<file path="config.mk">
export PLATFORM = sky130hd
export DESIGN_NAME = mcss_sequencer
export DESIGN_NICKNAME = d
export VERILOG_FILES = /design/src/mcss_pkg.sv /design/src/mcss_sequencer.sv
export SDC_FILE = /design/constraint.sdc
export NUM_CORES = 1
export LEC_CHECK = 0
export ABC_CLOCK_PERIOD_IN_PS = 1550
export BUFFER_PORTS_ARGS = -buffer_cell sky130_fd_sc_hd__buf_4
export CORE_AREA = 2 2 65 67
export CTS_BUF_LIST = sky130_fd_sc_hd__clkbuf_4
export CTS_CLUSTER_SIZE = 12
export DETAILED_ROUTE_END_ITERATION = 10
export DIE_AREA = 0 0 67 69
export PLACE_DENSITY = 0.7
export SLEW_MARGIN = 5
export SYNTH_ARGS = -nofsm -noshare
export SYNTH_HDL_FRONTEND = slang
export SYNTH_SLANG_ARGS = --single-unit
</file>
<file path="constraint.sdc">
create_clock -name clock -period 1.55 [get_ports clock]
set_clock_uncertainty 0.15 [all_clocks]
set_input_delay 0.0775 -clock clock [delete_from_list [all_inputs] [get_ports clock]]
set_output_delay 0.0775 -clock clock [all_outputs]
set_load 0.05 [all_outputs]
</file>
<file path="src/mcss_pkg.sv">
// Purpose: shared types and constants for the machine-cycle sequencer
// Assumes: one 10 MHz clock; phase and sync are enables derived from it
// Notes: status bit positions follow the data bus bit order
package mcss_pkg;
  localparam int CLK_PERIOD_NS = 100;
  localparam int BIT_INT_ACK = 0;
  localparam int BIT_WRITE_LOW = 1;
  localparam int BIT_STACK = 2;
  localparam int BIT_HALT_ACK = 3;
  localparam int BIT_OUT = 4;
  localparam int BIT_FIRST_FETCH = 5;
  localparam int BIT_INPUT = 6;
  localparam int BIT_MEM_READ = 7;
  localparam logic [7:0] STATUS_RESET = 8'h00;
  localparam logic [2:0] STATES_MIN = 3'h3;
  localparam logic [2:0] STATES_FETCH4 = 3'h4;
  localparam logic [2:0] STATES_MAX = 3'h5;
  localparam logic [2:0] CYCLES_MAX = 3'h5;

  // kind of machine cycle
  typedef enum logic [3:0] {
    MC_FETCH4, MC_FETCH5, MC_PC_READ, MC_STACK_READ, MC_STACK_WRITE,
    MC_PTR_READ, MC_PTR_WRITE, MC_DIRECT_WRITE, MC_INTERNAL,
    MC_IO_READ, MC_IO_WRITE, MC_INT_FETCH, MC_HALT
  } mcss_kind_t;

  // instruction class decoded by the surrounding core
  typedef enum logic [3:0] {
    IC_SIMPLE4, IC_REG5, IC_IMM8, IC_JUMP_LXI, IC_CALL, IC_RET_COND,
    IC_DOUBLE_ADD, IC_MEM_INCDEC, IC_STORE_PTR_DIRECT, IC_OUT, IC_IN, IC_HALT
  } mcss_class_t;

  typedef struct packed {
    mcss_class_t cls;
    logic condTrue;
    logic intAck;
  } mcss_instr_t;

  typedef struct packed {
    mcss_kind_t kind;
    logic [2:0] states;
    logic condOnly;
  } mcss_cycle_t;
endpackage : mcss_pkg

</file>
<file path="src/mcss_sequencer.sv">
// Purpose: split instructions into machine cycles and states, emit status
// Assumes: phi1 and stateTick are one-cycle enables from the core clock
// Notes: status is held from the sync state through the whole cycle
module mcss_sequencer (
  // clock and reset
  input wire logic clock,
  input wire logic reset_n,
  // timing enables
  input wire logic phi1,
  input wire logic stateTick,
  input wire logic ready,
  // instruction from the core
  input wire logic instrValid,
  input wire mcss_pkg::mcss_instr_t instr,
  output logic instrReady,
  // bus side
  output logic cycleSync,
  output logic [7:0] dataOut,
  output logic dataOutEn,
  output logic data_bus_in_strobe,
  output logic writeStrobe_n,
  // progress
  output logic [2:0] machineCycle,
  output logic [2:0] clockState,
  output logic busy
);
  typedef enum logic [1:0] {S_IDLE, S_RUN} mcss_state_t;

  logic rstMeta, rstSync, rstN;
  always_ff @(posedge clock or negedge reset_n) begin
    if (!reset_n) begin
      rstMeta <= 1'b0;
      rstSync <= 1'b0;
    end else begin
      rstMeta <= 1'b1;
      rstSync <= rstMeta;
    end
  end
  assign rstN = rstSync;

  // cycle table entry: kind, state count, conditional
  function automatic mcss_pkg::mcss_cycle_t cyc(mcss_pkg::mcss_kind_t k,
      logic [2:0] n, logic c);
    cyc = '{kind: k, states: n, condOnly: c};
  endfunction : cyc

  // number of cycles for a class
  function automatic logic [2:0] cycleCount(mcss_pkg::mcss_class_t c);
    unique case (c)
      mcss_pkg::IC_SIMPLE4, mcss_pkg::IC_REG5, mcss_pkg::IC_HALT:
        cycleCount = 3'h1;
      mcss_pkg::IC_IMM8: cycleCount = 3'h2;
      mcss_pkg::IC_JUMP_LXI, mcss_pkg::IC_RET_COND, mcss_pkg::IC_DOUBLE_ADD,
      mcss_pkg::IC_MEM_INCDEC, mcss_pkg::IC_OUT, mcss_pkg::IC_IN:
        cycleCount = 3'h3;
      mcss_pkg::IC_CALL, mcss_pkg::IC_STORE_PTR_DIRECT:
        cycleCount = mcss_pkg::CYCLES_MAX;
      // unused class codes run as a single fetch
      default: cycleCount = 3'h1;
    endcase
  endfunction : cycleCount

  // machine cycle m (0 based) of a class
  function automatic mcss_pkg::mcss_cycle_t cycleOf(
      mcss_pkg::mcss_class_t c, logic [2:0] m);
    mcss_pkg::mcss_cycle_t r;
    r = cyc(mcss_pkg::MC_PC_READ, mcss_pkg::STATES_MIN, 1'b0);
    if (m == 3'h0) begin
      unique case (c)
        mcss_pkg::IC_REG5, mcss_pkg::IC_CALL, mcss_pkg::IC_RET_COND:
          r = cyc(mcss_pkg::MC_FETCH5, mcss_pkg::STATES_MAX, 1'b0);
        default: r = cyc(mcss_pkg::MC_FETCH4, mcss_pkg::STATES_FETCH4, 1'b0);
      endcase
    end else begin
      unique case (c)
        mcss_pkg::IC_DOUBLE_ADD:
          r = cyc(mcss_pkg::MC_INTERNAL, mcss_pkg::STATES_MIN, 1'b0);
        mcss_pkg::IC_CALL:
          r = (m < 3'h3) ? cyc(mcss_pkg::MC_PC_READ, mcss_pkg::STATES_MIN, 1'b0)
                         : cyc(mcss_pkg::MC_STACK_WRITE,
                               mcss_pkg::STATES_MIN, 1'b1);
        mcss_pkg::IC_RET_COND:
          r = cyc(mcss_pkg::MC_STACK_READ, mcss_pkg::STATES_MIN, 1'b1);
        mcss_pkg::IC_MEM_INCDEC:
          r = (m == 3'h1) ? cyc(mcss_pkg::MC_PTR_READ, mcss_pkg::STATES_MIN, 1'b0)
                          : cyc(mcss_pkg::MC_PTR_WRITE,
                                mcss_pkg::STATES_MIN, 1'b0);
        mcss_pkg::IC_STORE_PTR_DIRECT:
          r = (m < 3'h3) ? cyc(mcss_pkg::MC_PC_READ, mcss_pkg::STATES_MIN, 1'b0)
                         : cyc(mcss_pkg::MC_DIRECT_WRITE,
                               mcss_pkg::STATES_MIN, 1'b0);
        mcss_pkg::IC_OUT:
          r = (m == 3'h1) ? cyc(mcss_pkg::MC_PC_READ, mcss_pkg::STATES_MIN, 1'b0)
                          : cyc(mcss_pkg::MC_IO_WRITE,
                                mcss_pkg::STATES_MIN, 1'b0);
        mcss_pkg::IC_IN:
          r = (m == 3'h1) ? cyc(mcss_pkg::MC_PC_READ, mcss_pkg::STATES_MIN, 1'b0)
                          : cyc(mcss_pkg::MC_IO_READ,
                                mcss_pkg::STATES_MIN, 1'b0);
        default:
          r = cyc(mcss_pkg::MC_PC_READ, mcss_pkg::STATES_MIN, 1'b0);
      endcase
    end
    cycleOf = r;
  endfunction : cycleOf

  // status word for a cycle kind
  function automatic logic [7:0] statusOf(mcss_pkg::mcss_kind_t k);
    logic [7:0] s;
    s = 8'h00;
    s[mcss_pkg::BIT_WRITE_LOW] = 1'b1;
    unique case (k)
      mcss_pkg::MC_FETCH4, mcss_pkg::MC_FETCH5: begin
        s[mcss_pkg::BIT_FIRST_FETCH] = 1'b1;
        s[mcss_pkg::BIT_MEM_READ] = 1'b1;
      end
      mcss_pkg::MC_INT_FETCH: begin
        s[mcss_pkg::BIT_FIRST_FETCH] = 1'b1;
        s[mcss_pkg::BIT_INT_ACK] = 1'b1;
      end
      mcss_pkg::MC_PC_READ, mcss_pkg::MC_PTR_READ:
        s[mcss_pkg::BIT_MEM_READ] = 1'b1;
      mcss_pkg::MC_STACK_READ: begin
        s[mcss_pkg::BIT_MEM_READ] = 1'b1;
        s[mcss_pkg::BIT_STACK] = 1'b1;
      end
      mcss_pkg::MC_STACK_WRITE: begin
        s[mcss_pkg::BIT_WRITE_LOW] = 1'b0;
        s[mcss_pkg::BIT_STACK] = 1'b1;
      end
      mcss_pkg::MC_PTR_WRITE, mcss_pkg::MC_DIRECT_WRITE:
        s[mcss_pkg::BIT_WRITE_LOW] = 1'b0;
      mcss_pkg::MC_IO_WRITE: begin
        s[mcss_pkg::BIT_WRITE_LOW] = 1'b0;
        s[mcss_pkg::BIT_OUT] = 1'b1;
      end
      mcss_pkg::MC_IO_READ:
        s[mcss_pkg::BIT_INPUT] = 1'b1;
      mcss_pkg::MC_HALT: begin
        s[mcss_pkg::BIT_HALT_ACK] = 1'b1;
        s[mcss_pkg::BIT_MEM_READ] = 1'b1;
      end
      mcss_pkg::MC_INTERNAL: ;
    endcase
    statusOf = s;
  endfunction : statusOf

  mcss_state_t state;
  mcss_pkg::mcss_instr_t cur;
  logic [2:0] lastCycle;
  mcss_pkg::mcss_cycle_t now;
  mcss_pkg::mcss_kind_t kindNow;
  logic [7:0] statusWord;
  logic lastState, endCycle, skipRest, isRead, isWrite, waitHere, movesByte;
  logic syncSeen, holdSync;
  logic [2:0] next_machineCycle;

  assign now = cycleOf(cur.cls, machineCycle);
  assign kindNow = (machineCycle == 3'h0 && cur.intAck)
                   ? mcss_pkg::MC_INT_FETCH
                   : (cur.cls == mcss_pkg::IC_HALT && machineCycle == 3'h0)
                   ? mcss_pkg::MC_HALT : now.kind;
  assign lastState = (clockState == now.states);
  assign endCycle = (state == S_RUN) && stateTick && lastState;
  // next cycle conditional and condition false ends the instruction
  assign next_machineCycle = machineCycle + 3'h1;
  assign skipRest = cycleOf(cur.cls, next_machineCycle).condOnly
                    && !cur.condTrue;
  assign instrReady = (state == S_IDLE);
  assign busy = (state == S_RUN);
  assign isRead = statusWord[mcss_pkg::BIT_WRITE_LOW]
                  && kindNow != mcss_pkg::MC_INTERNAL;
  assign isWrite = !statusWord[mcss_pkg::BIT_WRITE_LOW];
  // state one is held until a phase-one window has shown the status,
  // otherwise a state one that falls on the wrong phase shows none
  assign holdSync = (clockState == 3'h1) && !syncSeen;

  always_ff @(posedge clock or negedge rstN) begin
    if (!rstN) begin
      syncSeen <= 1'b0;
    end else begin
      syncSeen <= (state == S_RUN) && (clockState == 3'h1)
                  && (syncSeen || phi1);
    end
  end
  // one byte moves in each non-internal cycle
  assign movesByte = kindNow != mcss_pkg::MC_INTERNAL;
  // wait states held in the second state while ready is low
  assign waitHere = (clockState == 3'h2) && !ready;

  always_ff @(posedge clock or negedge rstN) begin
    if (!rstN) begin
      state <= S_IDLE;
      cur <= '0;
      machineCycle <= 3'h0;
      clockState <= 3'h1;
      lastCycle <= 3'h0;
    end else if (state == S_IDLE) begin
      if (instrValid) begin
        state <= S_RUN;
        cur <= instr;
        machineCycle <= 3'h0;
        clockState <= 3'h1;
        lastCycle <= cycleCount(instr.cls) - 3'h1;
      end
    end else if (stateTick && !waitHere && !holdSync) begin
      if (!lastState) begin
        clockState <= clockState + 3'h1;
      end else begin
        clockState <= 3'h1;
        if (machineCycle == lastCycle || skipRest) begin
          state <= S_IDLE;
          machineCycle <= 3'h0;
        end else begin
          machineCycle <= next_machineCycle;
        end
      end
    end
  end

  // status latched at the first state, stable for the whole cycle
  always_ff @(posedge clock or negedge rstN) begin
    if (!rstN) begin
      statusWord <= mcss_pkg::STATUS_RESET;
    end else if (state == S_RUN && clockState == 3'h1) begin
      statusWord <= statusOf(kindNow);
    end
  end

  // sync asserted through the first state; bus output holds status
  always_ff @(posedge clock or negedge rstN) begin
    if (!rstN) begin
      cycleSync <= 1'b0;
      dataOut <= 8'h00;
      dataOutEn <= 1'b0;
      data_bus_in_strobe <= 1'b0;
      writeStrobe_n <= 1'b1;
    end else begin
      cycleSync <= (state == S_RUN) && (clockState == 3'h1);
      dataOut <= statusOf(kindNow);
      dataOutEn <= (state == S_RUN) && (clockState == 3'h1) && phi1;
      data_bus_in_strobe <= busy && movesByte && isRead
                            && (clockState == 3'h2 || clockState == 3'h3);
      writeStrobe_n <= !(busy && movesByte && isWrite
                         && clockState == 3'h3);
    end
  end

  property p_len;
    @(posedge clock) disable iff (!rstN)
      busy |-> (clockState >= 3'h1 && clockState <= 3'h5);
  endproperty
  a_len: assert property (p_len) else $error("bad state number");
  property p_first;
    @(posedge clock) disable iff (!rstN)
      (busy && clockState == 3'h2 && machineCycle != 3'h0)
      |-> !statusWord[mcss_pkg::BIT_FIRST_FETCH];
  endproperty
  a_first: assert property (p_first) else $error("fetch flag late");
  property p_hold;
    @(posedge clock) disable iff (!rstN)
      (busy && clockState == 3'h2) |=> $stable(statusWord) || !busy
        || clockState == 3'h1;
  endproperty
  a_hold: assert property (p_hold) else $error("status moved");
  property p_cyc;
    @(posedge clock) disable iff (!rstN)
      busy |-> machineCycle < mcss_pkg::CYCLES_MAX;
  endproperty
  a_cyc: assert property (p_cyc) else $error("too many cycles");
  property p_write;
    @(posedge clock) disable iff (!rstN)
      !writeStrobe_n |-> !statusWord[mcss_pkg::BIT_WRITE_LOW];
  endproperty
  a_write: assert property (p_write) else $error("write on read");
  property p_out;
    @(posedge clock) disable iff (!rstN)
      (dataOutEn && dataOut[mcss_pkg::BIT_OUT])
      |-> !dataOut[mcss_pkg::BIT_WRITE_LOW];
  endproperty
  a_out: assert property (p_out) else $error("output not a write");
  property p_inp;
    @(posedge clock) disable iff (!rstN)
      (dataOutEn && dataOut[mcss_pkg::BIT_INPUT])
      |-> !dataOut[mcss_pkg::BIT_MEM_READ];
  endproperty
  a_inp: assert property (p_inp) else $error("input with memory read");
  property p_internal;
    @(posedge clock) disable iff (!rstN)
      (busy && cur.cls == mcss_pkg::IC_DOUBLE_ADD && machineCycle != 3'h0)
      |-> !data_bus_in_strobe && writeStrobe_n;
  endproperty
  a_internal: assert property (p_internal) else $error("internal bus use");
  property p_sync_en;
    @(posedge clock) disable iff (!rstN)
      dataOutEn |-> cycleSync;
  endproperty
  a_sync_en: assert property (p_sync_en) else $error("status off sync");
  property p_bus_word;
    @(posedge clock) disable iff (!rstN)
      dataOutEn |-> dataOut == statusWord;
  endproperty
  a_bus_word: assert property (p_bus_word) else $error("bus word differs");
  property p_halt;
    @(posedge clock) disable iff (!rstN)
      (dataOutEn && dataOut[mcss_pkg::BIT_HALT_ACK])
      |-> cur.cls == mcss_pkg::IC_HALT;
  endproperty
  a_halt: assert property (p_halt) else $error("halt flag not halt");
  property p_one_way;
    @(posedge clock) disable iff (!rstN)
      data_bus_in_strobe |-> writeStrobe_n;
  endproperty
  a_one_way: assert property (p_one_way) else $error("read and write");
  property p_mem_read;
    @(posedge clock) disable iff (!rstN)
      (dataOutEn && dataOut[mcss_pkg::BIT_MEM_READ])
      |-> dataOut[mcss_pkg::BIT_WRITE_LOW];
  endproperty
  a_mem_read: assert property (p_mem_read) else $error("read marked write");
endmodule : mcss_sequencer
</file>
==> flow_summary.json, run 1 <==
{
  "criticalPathCategory": "register to register",
  "crit_path_cell_trace": "inv_2 -> ha_4 -> nor2b_4 -> o31a_4 -> xnor2_4 -> o31ai_4 -> mux2i_1",
  "grt.total_usage_pct": 26.2,
  "first_global_vias": 2017,
  "finalSetupViolCount": 17,
  "avgViaCountPerCell": 5.48,
  "synth_cell_type_count": 56,
  "number_of_flops_mapped_to_enable_cells_by_yosys": 0,
  "cts_tree": "built",
  "worst_path_largest_cell_delay_ns": 0.45,
  "timing.critical_path.required_ns": 1.67,
  "outcome": "finished, violations left",
  "drt-pass1-iter-count": 4,
  "clkLatencyLatePin_ns": 0.35,
  "detail_route.iter0.violations": 97,
  "design.die.area_um2": 4620,
  "initial_core_util_pct": 48.2,
  "postLayoutSetupSlackWorst_ns": -0.525,
  "die-height_um": 69,
  "floorplan.io_pins": 32,
  "detail-route-antenna-nets": 0,
  "worstHoldPathType": "input port to register",
  "period_needed_ns": 2.08,
  "failed_checks": "negative setup slack",
  "timing.reg2reg.worst_path_depth": 7,
  "die-width_um": 67,
  "grt_setup_unrepaired": "yes",
  "synthCells": 192,
  "synth_area_per_cell_um2": 9.82,
  "slowest_stage": "sky130_fd_sc_hd__dfrtp_2",
  "core_area_um2": 3910,
  "area_growth_pct": 64.1,
  "max_cap_viol_count": 0,
  "synth_top_area_cell": "sky130_fd_sc_hd__dfrtp_1",
  "clk_slew_on_worst_s_h_paths_ns": 0.11,
  "seq_area_um2": 815,
  "dp.final_hpwl_um": 3650,
  "p_leak_nw": 1.44,
  "fin_cells": 348,
  "area_of_the_mapped_netlist_um2": 1890,
  "synth-main-ff-cell": "sky130_fd_sc_hd__dfrtp_1",
  "hold_violations": 0,
  "globalplace.congestion": 0.874,
  "routed-via-count": 1907,
  "synth.cells.most_frequent": "sky130_fd_sc_hd__nand2_1 (31), sky130_fd_sc_hd__dfrtp_1 (30), sky130_fd_sc_hd__inv_1 (14), sky130_fd_sc_hd__ha_1 (12)",
  "crit_end": "machineCycle[0]",
  "drive_above_1_share_pct": 54.0,
  "wl_per_cell_um": 16.8,
  "synthTopCellsByArea": "sky130_fd_sc_hd__dfrtp_1 (40%), sky130_fd_sc_hd__ha_1 (8.0%), sky130_fd_sc_hd__nand2_1 (6.2%), sky130_fd_sc_hd__dfstp_2 (2.8%), sky130_fd_sc_hd__inv_1 (2.8%)",
  "worst_setup_path_end_kind": "register",
  "initial_antenna_violation_count": 0,
  "max_freq_ghz": 0.482,
  "synth_nets": 216,
  "numCtsBuffers": 5,
  "crit_share_post_route_pct": 134,
  "finish.net_count": 321,
  "path_max_fanout": 4,
  "grt_first_pass_wirelength_um": 9270,
  "timing.reg2reg.setup_slack_ns": -0.53,
  "synth-async-reset-ratio_pct": 100,
  "total_detailed_routing_wirelength_um": 5850,
  "cts_num_sinks": 32,
  "crit-reg2reg-launch": "machineCycle[0]",
  "globalRoute.totalOverflow": 0,
  "grt_max_degree": 31,
  "power.ir.vdd_worst_v": 0.00150,
  "critPathLaunch": "machineCycle[0]",
  "yosys_register_bits": 32,
  "antenna-diode-count": 0,
  "place.port_buffers": 31,
  "area_of_the_multi_input_gates_um2": 1250,
  "synth_top_cell_area_share_pct": 39.8,
  "yosys_warnings": 0,
  "slew_viol_final": 0,
  "power_density_nw_per_um2": 2140,
  "placedCellCount": 318,
  "critical_path_at_ns": 2.19,
  "clock_tree.htree_level_count": 2,
  "cts_root_buf": "sky130_fd_sc_hd__clkbuf_4",
  "clockBufferDepth": 2,
  "reg2reg_to": "machineCycle[0]",
  "nFillCells": 246,
  "placementRows": 23,
  "preCtsSetupSlack_ns": -0.552,
  "yosys.cell_count.top_type": "sky130_fd_sc_hd__nand2_1",
  "setup.worst_path.start_class": "register",
  "drc_errors": 0,
  "yosysSeqAreaShare_pct": 42.6,
  "setup-tns-final_ns": -6.34
}
## layer usage
metal / up-vias / routed length, um / part of all wire [%] / track usage (%)
li1: 881 / - / - / -
met1: 936 / 2120 / 36 / 28.3
met2: 71 / 3260 / 56 / 46.6
met3: 19 / 289 / 4.9 / 5.71
met4: 0 / 178 / 3.0 / 12.9
met5: - / 0 / 0 / 0
## power by group
| group | internal, mW | switching [mW] |
|---|---|---|
| clock network | 0.212 | 0.306 |
| logic | 2.29 | 2.39 |
| registers | 1.15 | 0.290 |
| total | 3.65 | 2.99 |
## state kept, by name, summed over array words and instances (netlist names)
register            count
dataOut                 8
cur                     6
clockState              3
lastCycle               3
machineCycle            3
cycleSync               1
dataOutEn               1
data_bus_in_strobe      1
rstMeta                 1
rstN                    1
state                   1
statusWord              1
syncSeen                1
writeStrobe_n           1
## cell usage in the layout, fill, tap and decap left out, types with 5 or more instances in the layout
| cell type | Yosys | layout |
|---|---|---|
| sky130_fd_sc_hd__ha_1 | 12 | 8 |
| sky130_fd_sc_hd__nor2_1 | 6 | 6 |
| sky130_fd_sc_hd__a21oi_1 | 10 | 5 |
| sky130_fd_sc_hd__inv_1 | 14 | 9 |
| sky130_fd_sc_hd__dfrtp_2 | 0 | 6 |
| sky130_fd_sc_hd__dlygate4sd3_1 | 0 | 10 |
| sky130_fd_sc_hd__o21ai_1 | 0 | 5 |
| sky130_fd_sc_hd__nand2_1 | 31 | 28 |
| sky130_fd_sc_hd__dfrtp_1 | 30 | 24 |
| sky130_fd_sc_hd__clkbuf_4 | 0 | 7 |
| sky130_fd_sc_hd__buf_4 | 1 | 89 |
## critical path: cells and delay by family (launching register included)
family | cells | cell delay [ns]
flip-flops | 1 | 0.45
XOR/XNOR | 1 | 0.09
multiplexers | 1 | 0.27
adder cells (fa/ha/maj) | 1 | 0.17
AND/OR/NAND/NOR | 1 | 0.19
AO/OA/AOI/OAI | 2 | 0.55
buffers and inverters | 1 | 0.10
## logic make-up after synthesis
group           after synthesis  synth area share [%]
compound gates               47                  19.9
buf+inv                      22                  5.11
fa+ha+maj                    12                  7.96
flops                        32                  42.6
other cells                   1                 0.199
mux                           4                  2.19
xor+xnor                      7                  3.25
simple gates                 67                  18.8
## stage by stage
stage                     power [mW]  instance area, um^2  utilization (%)  hold WS [ns]
final                           6.63                 3090             79.1        0.0160
after global routing            7.05                 3090             79.1        0.0251
after CTS                       6.23                 3000             76.7       0.00288
after detailed placement        5.21                 2650             67.7        -0.288
after global placement          5.06                 2650             67.7        -0.290
after floorplan                 3.74                 2000                -        -0.368
## worst min-delay path by stage
stage	startpoint	end	slack [ns]	depth (start not counted)
floorplan	reset_n	rstMeta	-0.37	0
global placement	reset_n	rstMeta	-0.29	1
detailed placement	reset_n	rstMeta	-0.29	1
CTS	stateTick	clockState[2]	0.003	5
global route	stateTick	clockState[2]	0.03	5
finish	stateTick	clockState[2]	0.02	5
## cell type report
class                           count  share of cell area [%]
Clock buffer                        7                    1.70
Timing Repair Buffer              105                    27.4
Sequential cell                    32                    26.3
Multi-Input combinational cell    138                    40.4
Tap cell                           50                    2.02
Clock inverter                      1                   0.162
Inverter                           15                    2.02
## repair_timing
item,CTS,global route
hold buffers,10,0
endpoints found under the setup margin,16,20
pin swaps,17,7
cloned,0,0
setup buffers,11,1
endpoints found under the hold margin,16,0
gates resized for setup,26,18
No activity file was read; power rests on OpenSTA's default activity.
==> inputs of run 2 (changes only) <==
--- a/config.mk
+++ b/config.mk
@@ -12,6 +12,7 @@
 export CTS_CLUSTER_SIZE = 12
 export DETAILED_ROUTE_END_ITERATION = 10
 export DIE_AREA = 0 0 67 69
+export HOLD_SLACK_MARGIN = 0.05
 export PLACE_DENSITY = 0.7
 export SLEW_MARGIN = 5
 export SYNTH_ARGS = -nofsm -noshare
==> run 2 against run 1 <==
The run still ends with negative setup slack left. Largest power group unchanged. Register-to-register slack worse by 0.02 ns. Sequential power about the same. Die area unchanged. Combinational power grew 9.0%. Non-clock buffer count is 7 higher. Critical path depth grew 2. Setup slack got worse by 0.024 ns. Total power up 6.8%. Maximum frequency fell by 1.1%. Global-route usage rose by 1.0 points.
==> flow_summary.json, run 2 (synthesized netlist as in run 1, its figures left out) <==
{
  "grt.met3_usage_pct": 7.18,
  "final_design_area_no_fill_um2": 3210,
  "dp.final_hpwl_um": 3650,
  "design.die.area_um2": 4620,
  "slowest_stage": "sky130_fd_sc_hd__dfrtp_2",
  "final_hold_slack_ns": 0.114,
  "layout_common_cells": "sky130_fd_sc_hd__buf_4 (87), sky130_fd_sc_hd__nand2_1 (27), sky130_fd_sc_hd__dfrtp_1 (24), sky130_fd_sc_hd__buf_6 (12), sky130_fd_sc_hd__dlygate4sd3_1 (11)",
  "clock_tree.htree_level_count": 2,
  "postLayoutSetupSlackWorst_ns": -0.549,
  "grt_setup_unrepaired": "yes",
  "criticalPathCategory": "register to register",
  "worst_setup_path_end_kind": "register",
  "slew_viol_final": 0,
  "critical_path_at_ns": 2.23,
  "wl_per_cell_um": 19.2,
  "grt.total_usage_pct": 27.3,
  "failed_checks": "negative setup slack",
  "drive_above_1_share_pct": 55.7,
  "grtUsageMet2_pct": 48.3,
  "path_max_fanout": 4,
  "placementRows": 23,
  "hold_violations": 0,
  "antenna-diode-count": 0,
  "setup.worst_path.start_class": "register",
  "finish.net_count": 328,
  "power_mw": 7.09,
  "grt.met1_usage_pct": 28.2,
  "worstHoldPathType": "register to async pin",
  "crit_share_post_route_pct": 135,
  "clkLatencyLatePin_ns": 0.36,
  "outcome": "finished, violations left",
  "max_ffs_per_register": 8,
  "floorplan.io_pins": 32,
  "grt_first_pass_wirelength_um": 9590,
  "total_detailed_routing_wirelength_um": 6800,
  "detail-route-antenna-nets": 0,
  "globalRoute.totalOverflow": 0,
  "timing.critical_path.required_ns": 1.68,
  "initial_antenna_violation_count": 0,
  "cts_num_sinks": 32,
  "place.port_buffers": 31,
  "avgViaCountPerCell": 5.68,
  "worst_path_largest_cell_delay_ns": 0.46,
  "grt_max_degree": 31,
  "critPathTopFamily": "flip-flops",
  "detail_route.iter0.violations": 170,
  "cts_tree": "built",
  "timing.critical_path.buf_inv": 3,
  "timing.reg2reg.setup_slack_ns": -0.55,
  "numCtsBuffers": 5,
  "largest_register": "dataOut",
  "first_global_vias": 2081,
  "power.ir.vdd_worst_v": 0.00150,
  "max_freq_ghz": 0.476,
  "finalSetupViolCount": 17,
  "cts_root_buf": "sky130_fd_sc_hd__clkbuf_4",
  "max_cap_viol_count": 0,
  "drt-pass1-iter-count": 5,
  "p_leak_nw": 1.49,
  "clk_slew_on_worst_s_h_paths_ns": 0.12,
  "globalplace.congestion": 0.874,
  "crit_path_cell_trace": "inv_4 -> ha_2 -> nor2b_4 -> o211ai_1 -> buf_4 -> a31oi_4 -> buf_6 -> a21oi_1 -> nor2_1",
  "leading_registers_by_flop_count": "dataOut (8), cur (6)",
  "core_area_um2": 3910,
  "dpl_cell_area_um2": 2650,
  "clockBufferDepth": 2,
  "layout_commonest_cell": "sky130_fd_sc_hd__buf_4",
  "die-height_um": 69,
  "area_growth_pct": 70.2,
  "power_density_nw_per_um2": 2210,
  "initial_core_util_pct": 48.2,
  "nFillCells": 218,
  "routed-via-count": 2018,
  "grt-busiest-layer": "met2",
  "drc_errors": 0,
  "die-width_um": 67,
  "period_needed_ns": 2.10
}
-- run 2: final timing paths --
path / startpoint / to / cells past startpoint
worst min register to register: rstN / clockState[2] / 1
worst max register to register: machineCycle[1] / dataOut[1] / 9
worst min-delay path: rstN / clockState[2] / 1
max in group asynchronous: reset_n / rstMeta / 3
min in group clock: instr[3] / lastCycle[0] / 5
worst max-delay path: machineCycle[1] / dataOut[1] / 9
-- run 2: what timing repair did --
action,in CTS,in global routing
endpoints found under the hold margin,17,0
setup buffers,11,9
hold buffers,11,0
resized for setup,26,35
endpoints found under the setup margin,16,20
gates cloned,0,0
pin swaps,17,14
-- run 2: final cells by class --
| cell class | count | area [um^2] | area share, % |
|---|---|---|---|
| clock buffers | 7 | 52.6 | 1.64 |
| clock inverters | 1 | 5.00 | 0.156 |
| inverters | 15 | 65.1 | 2.03 |
| multi-input cells | 138 | 1280 | 39.8 |
| flip-flops and latches | 32 | 815 | 25.4 |
| well taps | 50 | 62.6 | 1.95 |
| repair buffers | 112 | 933 | 29.1 |
-- run 2: metal layers --
layer / vias to the layer above / wire length, um
li1: 890 / -
met1: 1005 / 2540
met2: 94 / 3620
met3: 29 / 358
met4: 0 / 282
met5: - / 0
-- run 2: stage by stage --
stage                     utilization, %  worst slack [ns]  TNS, ns  cells
after global routing                82.0            -0.648    -8.27    355
after floorplan                        -            -0.520    -7.14    192
after CTS                           77.0            -0.446    -5.60    348
final                               82.0            -0.549    -7.17    355
after global placement              67.7            -0.437    -4.98    318
after detailed placement            67.7            -0.552    -6.01    318
-- run 2: report_power, final --
group / leakage [nW] / internal, mW / switching [mW]
Combinational: 1.06 / 2.49 / 2.61
Clock: 0.0361 / 0.212 / 0.314
Sequential: 0.390 / 1.15 / 0.317
==> inputs of run 3 (changes only) <==
--- a/config.mk
+++ b/config.mk
@@ -8,12 +8,12 @@
 export ABC_CLOCK_PERIOD_IN_PS = 1550
 export BUFFER_PORTS_ARGS = -buffer_cell sky130_fd_sc_hd__buf_4
 export CORE_AREA = 2 2 65 67
-export CTS_BUF_LIST = sky130_fd_sc_hd__clkbuf_4
-export CTS_CLUSTER_SIZE = 12
+export CTS_BUF_LIST = sky130_fd_sc_hd__clkbuf_8
 export DETAILED_ROUTE_END_ITERATION = 10
 export DIE_AREA = 0 0 67 69
 export HOLD_SLACK_MARGIN = 0.05
 export PLACE_DENSITY = 0.7
+export SETUP_SLACK_MARGIN = 0.2
 export SLEW_MARGIN = 5
 export SYNTH_ARGS = -nofsm -noshare
 export SYNTH_HDL_FRONTEND = slang
==> run 3 against run 2 <==
The flow still finishes with violations (negative setup slack). Setup slack got worse by 0.010 ns. Cell area increased by 5.1%. Hold slack improved by 0.0090 ns. Final cell count unchanged. Register-to-register slack about the same. Global-route usage decreased by 2.7 points. Clock-buffer cell count decreased by 1. Via count increased by 1.8%. Utilization increased by 4.2 points. Sequential share of layout area decreased by 1.2 points. Critical path depth decreased by 2. Critical endpoint is now machineCycle[0].
==> flow_summary.json, run 3 (synthesized netlist as in run 1, its figures left out) <==
{
  "outcome": "finished, violations left",
  "failed_checks": "negative setup slack",
  "finalSetupViolCount": 17,
  "crit_share_post_route_pct": 136,
  "p_leak_nw": 1.55,
  "timing.critical_path.required_ns": 1.60,
  "worst_path_largest_cell_delay_ns": 0.64,
  "dpl_cell_area_um2": 2650,
  "area_growth_pct": 78.8,
  "finish.net_count": 328,
  "power_density_nw_per_um2": 2220,
  "power.switching_fraction_pct": 45.7,
  "grt.met1_usage_pct": 27.7,
  "max_ffs_per_register": 8,
  "clkLatencyLatePin_ns": 0.29,
  "setup.worst_path.start_class": "register",
  "design.die.area_um2": 4620,
  "grt.met3_usage_pct": 5.87,
  "slew_viol_final": 0,
  "place.port_buffers": 31,
  "die-width_um": 67,
  "clk_slew_on_worst_s_h_paths_ns": 0.07,
  "net-switching-power_mw": 3.42,
  "largest_register": "dataOut",
  "leading_registers_by_flop_count": "dataOut (8), cur (6)",
  "clock_tree.htree_level_count": 2,
  "pwr-share-clk_pct": 9.1,
  "internal_power_mw": 4.06,
  "initial_core_util_pct": 48.2,
  "post_layout_utilization_of_the_core_pct": 86.2,
  "numCtsBuffers": 5,
  "cts_tree": "built",
  "p_comb_share_pct": 71.2,
  "cts_num_sinks": 32,
  "routed-via-count": 2055,
  "grt_max_degree": 31,
  "wl_per_cell_um": 20.6,
  "layout_commonest_cell": "sky130_fd_sc_hd__buf_4",
  "drc_errors": 0,
  "seqPwrFrac_pct": 19.7,
  "power.ir.vdd_worst_v": 0.00165,
  "path_max_fanout": 3,
  "fin_cells": 355,
  "layout_common_cells": "sky130_fd_sc_hd__buf_4 (72), sky130_fd_sc_hd__nand2_1 (25), sky130_fd_sc_hd__dfrtp_1 (24), sky130_fd_sc_hd__buf_6 (21), sky130_fd_sc_hd__dlygate4sd3_1 (10)",
  "globalplace.congestion": 0.940,
  "total_detailed_routing_wirelength_um": 7330,
  "period_needed_ns": 2.11,
  "worst_setup_path_end_kind": "register",
  "initial_antenna_violation_count": 0,
  "postLayoutSetupSlackWorst_ns": -0.559,
  "placedCellCount": 315,
  "cts_root_buf": "sky130_fd_sc_hd__clkbuf_8",
  "crit_path_cell_trace": "inv_4 -> ha_4 -> nand2b_4 -> a21o_1 -> nand2_2 -> o31ai_4 -> mux2i_1",
  "grtUsageMet2_pct": 42.8,
  "grt-busiest-layer": "met2",
  "grt.total_usage_pct": 24.5,
  "critical_path_at_ns": 2.16,
  "die-height_um": 69,
  "antenna-diode-count": 0,
  "placementRows": 23,
  "avgViaCountPerCell": 5.79,
  "grt_setup_unrepaired": "yes",
  "core_area_um2": 3910,
  "dp.final_hpwl_um": 3460,
  "drt-pass1-iter-count": 4,
  "detail_route.iter0.violations": 147,
  "clockBufferDepth": 2,
  "final_design_area_no_fill_um2": 3370,
  "power_mw": 7.48,
  "first_global_vias": 1859,
  "setup-tns-final_ns": -7.26,
  "grt_first_pass_wirelength_um": 8660,
  "max_cap_viol_count": 0,
  "worstHoldPathType": "register to async pin",
  "floorplan.io_pins": 32,
  "max_freq_ghz": 0.474,
  "hold_violations": 0,
  "globalRoute.totalOverflow": 0,
  "drive_above_1_share_pct": 59.0,
  "criticalPathCategory": "register to register",
  "slowest_stage": "sky130_fd_sc_hd__dfstp_4",
  "detail-route-antenna-nets": 0
}
[run 3: cell count changes in the layout (fill, tap and decap cells not counted), moves of 2 or more]
cell	previous run	this run
sky130_fd_sc_hd__clkbuf_4	7	0
sky130_fd_sc_hd__nand2_1	27	25
sky130_fd_sc_hd__nor3_2	2	0
sky130_fd_sc_hd__clkbuf_8	0	6
sky130_fd_sc_hd__o21ai_1	5	3
sky130_fd_sc_hd__buf_8	1	7
sky130_fd_sc_hd__buf_6	12	21
sky130_fd_sc_hd__buf_4	87	72
sky130_fd_sc_hd__nand2_4	0	2
[run 3: final timing paths]
kind	from	end	slack (ns)	cells past startpoint
worst max-delay path	clockState[0]	machineCycle[0]	-0.56	7
worst min-delay path	rstN	dataOut[3]	0.12	1
max in group asynchronous	reset_n	rstN	0.63	3
worst max register to register	clockState[0]	machineCycle[0]	-0.56	7
min in group clock	stateTick	clockState[2]	0.15	5
worst min register to register	rstN	dataOut[3]	0.12	1
[run 3: stage by stage]
stage               hold WS, ns  worst slack (ns)
CTS                     -0.0427            -0.409
global placement         -0.290            -0.380
global route              0.159            -0.602
finish                    0.123            -0.559
floorplan                -0.368            -0.520
detailed placement       -0.289            -0.490
[run 3: power by group through the flow]
stage	logic, mW	registers, mW	clock network (mW)
final	5.33	1.47	0.680
after global routing	5.57	1.49	0.737
after CTS	4.42	1.43	0.665
after detailed placement	3.78	1.41	0
after global placement	3.67	1.40	0
after floorplan	1.82	1.94	0
[run 3: timing repair]
item / CTS / global route
gates resized for setup: 43 / 45
hold buffers: 10 / 1
cloned: 0 / 1
pin swaps: 13 / 16
buffers inserted: 9 / 11
setup endpoints to repair: 24 / 34
endpoints found under the hold margin: 16 / 1
[run 3: cell type report]
| type | instances | area (um^2) |
|---|---|---|
| Clock buffer | 6 | 82.6 |
| Clock inverter | 2 | 10.0 |
| Fill cell | 190 | 542 |
| Inverter | 15 | 67.6 |
| Multi-Input combinational cell | 138 | 1320 |
| Sequential cell | 32 | 815 |
| Tap cell | 50 | 62.6 |
| Timing Repair Buffer | 112 | 1010 |
[run 3: worst max-delay path, delay by kind of cell, from the launching register on]
kind / cells / cell delay, ns
buffers and inverters: 1 / 0.05
muxes: 1 / 0.25
AOI/OAI and AO/OA: 2 / 0.56
adders and majority gates: 1 / 0.17
DFF: 1 / 0.64
and+or+nand+nor: 2 / 0.19
[run 3: metal layers]
| layer | share of wire (%) | vias up |
|---|---|---|
| li1 | - | 897 |
| met1 | 37 | 1014 |
| met2 | 53 | 107 |
| met3 | 4.9 | 37 |
| met4 | 5.0 | 0 |
| met5 | 0 | - |
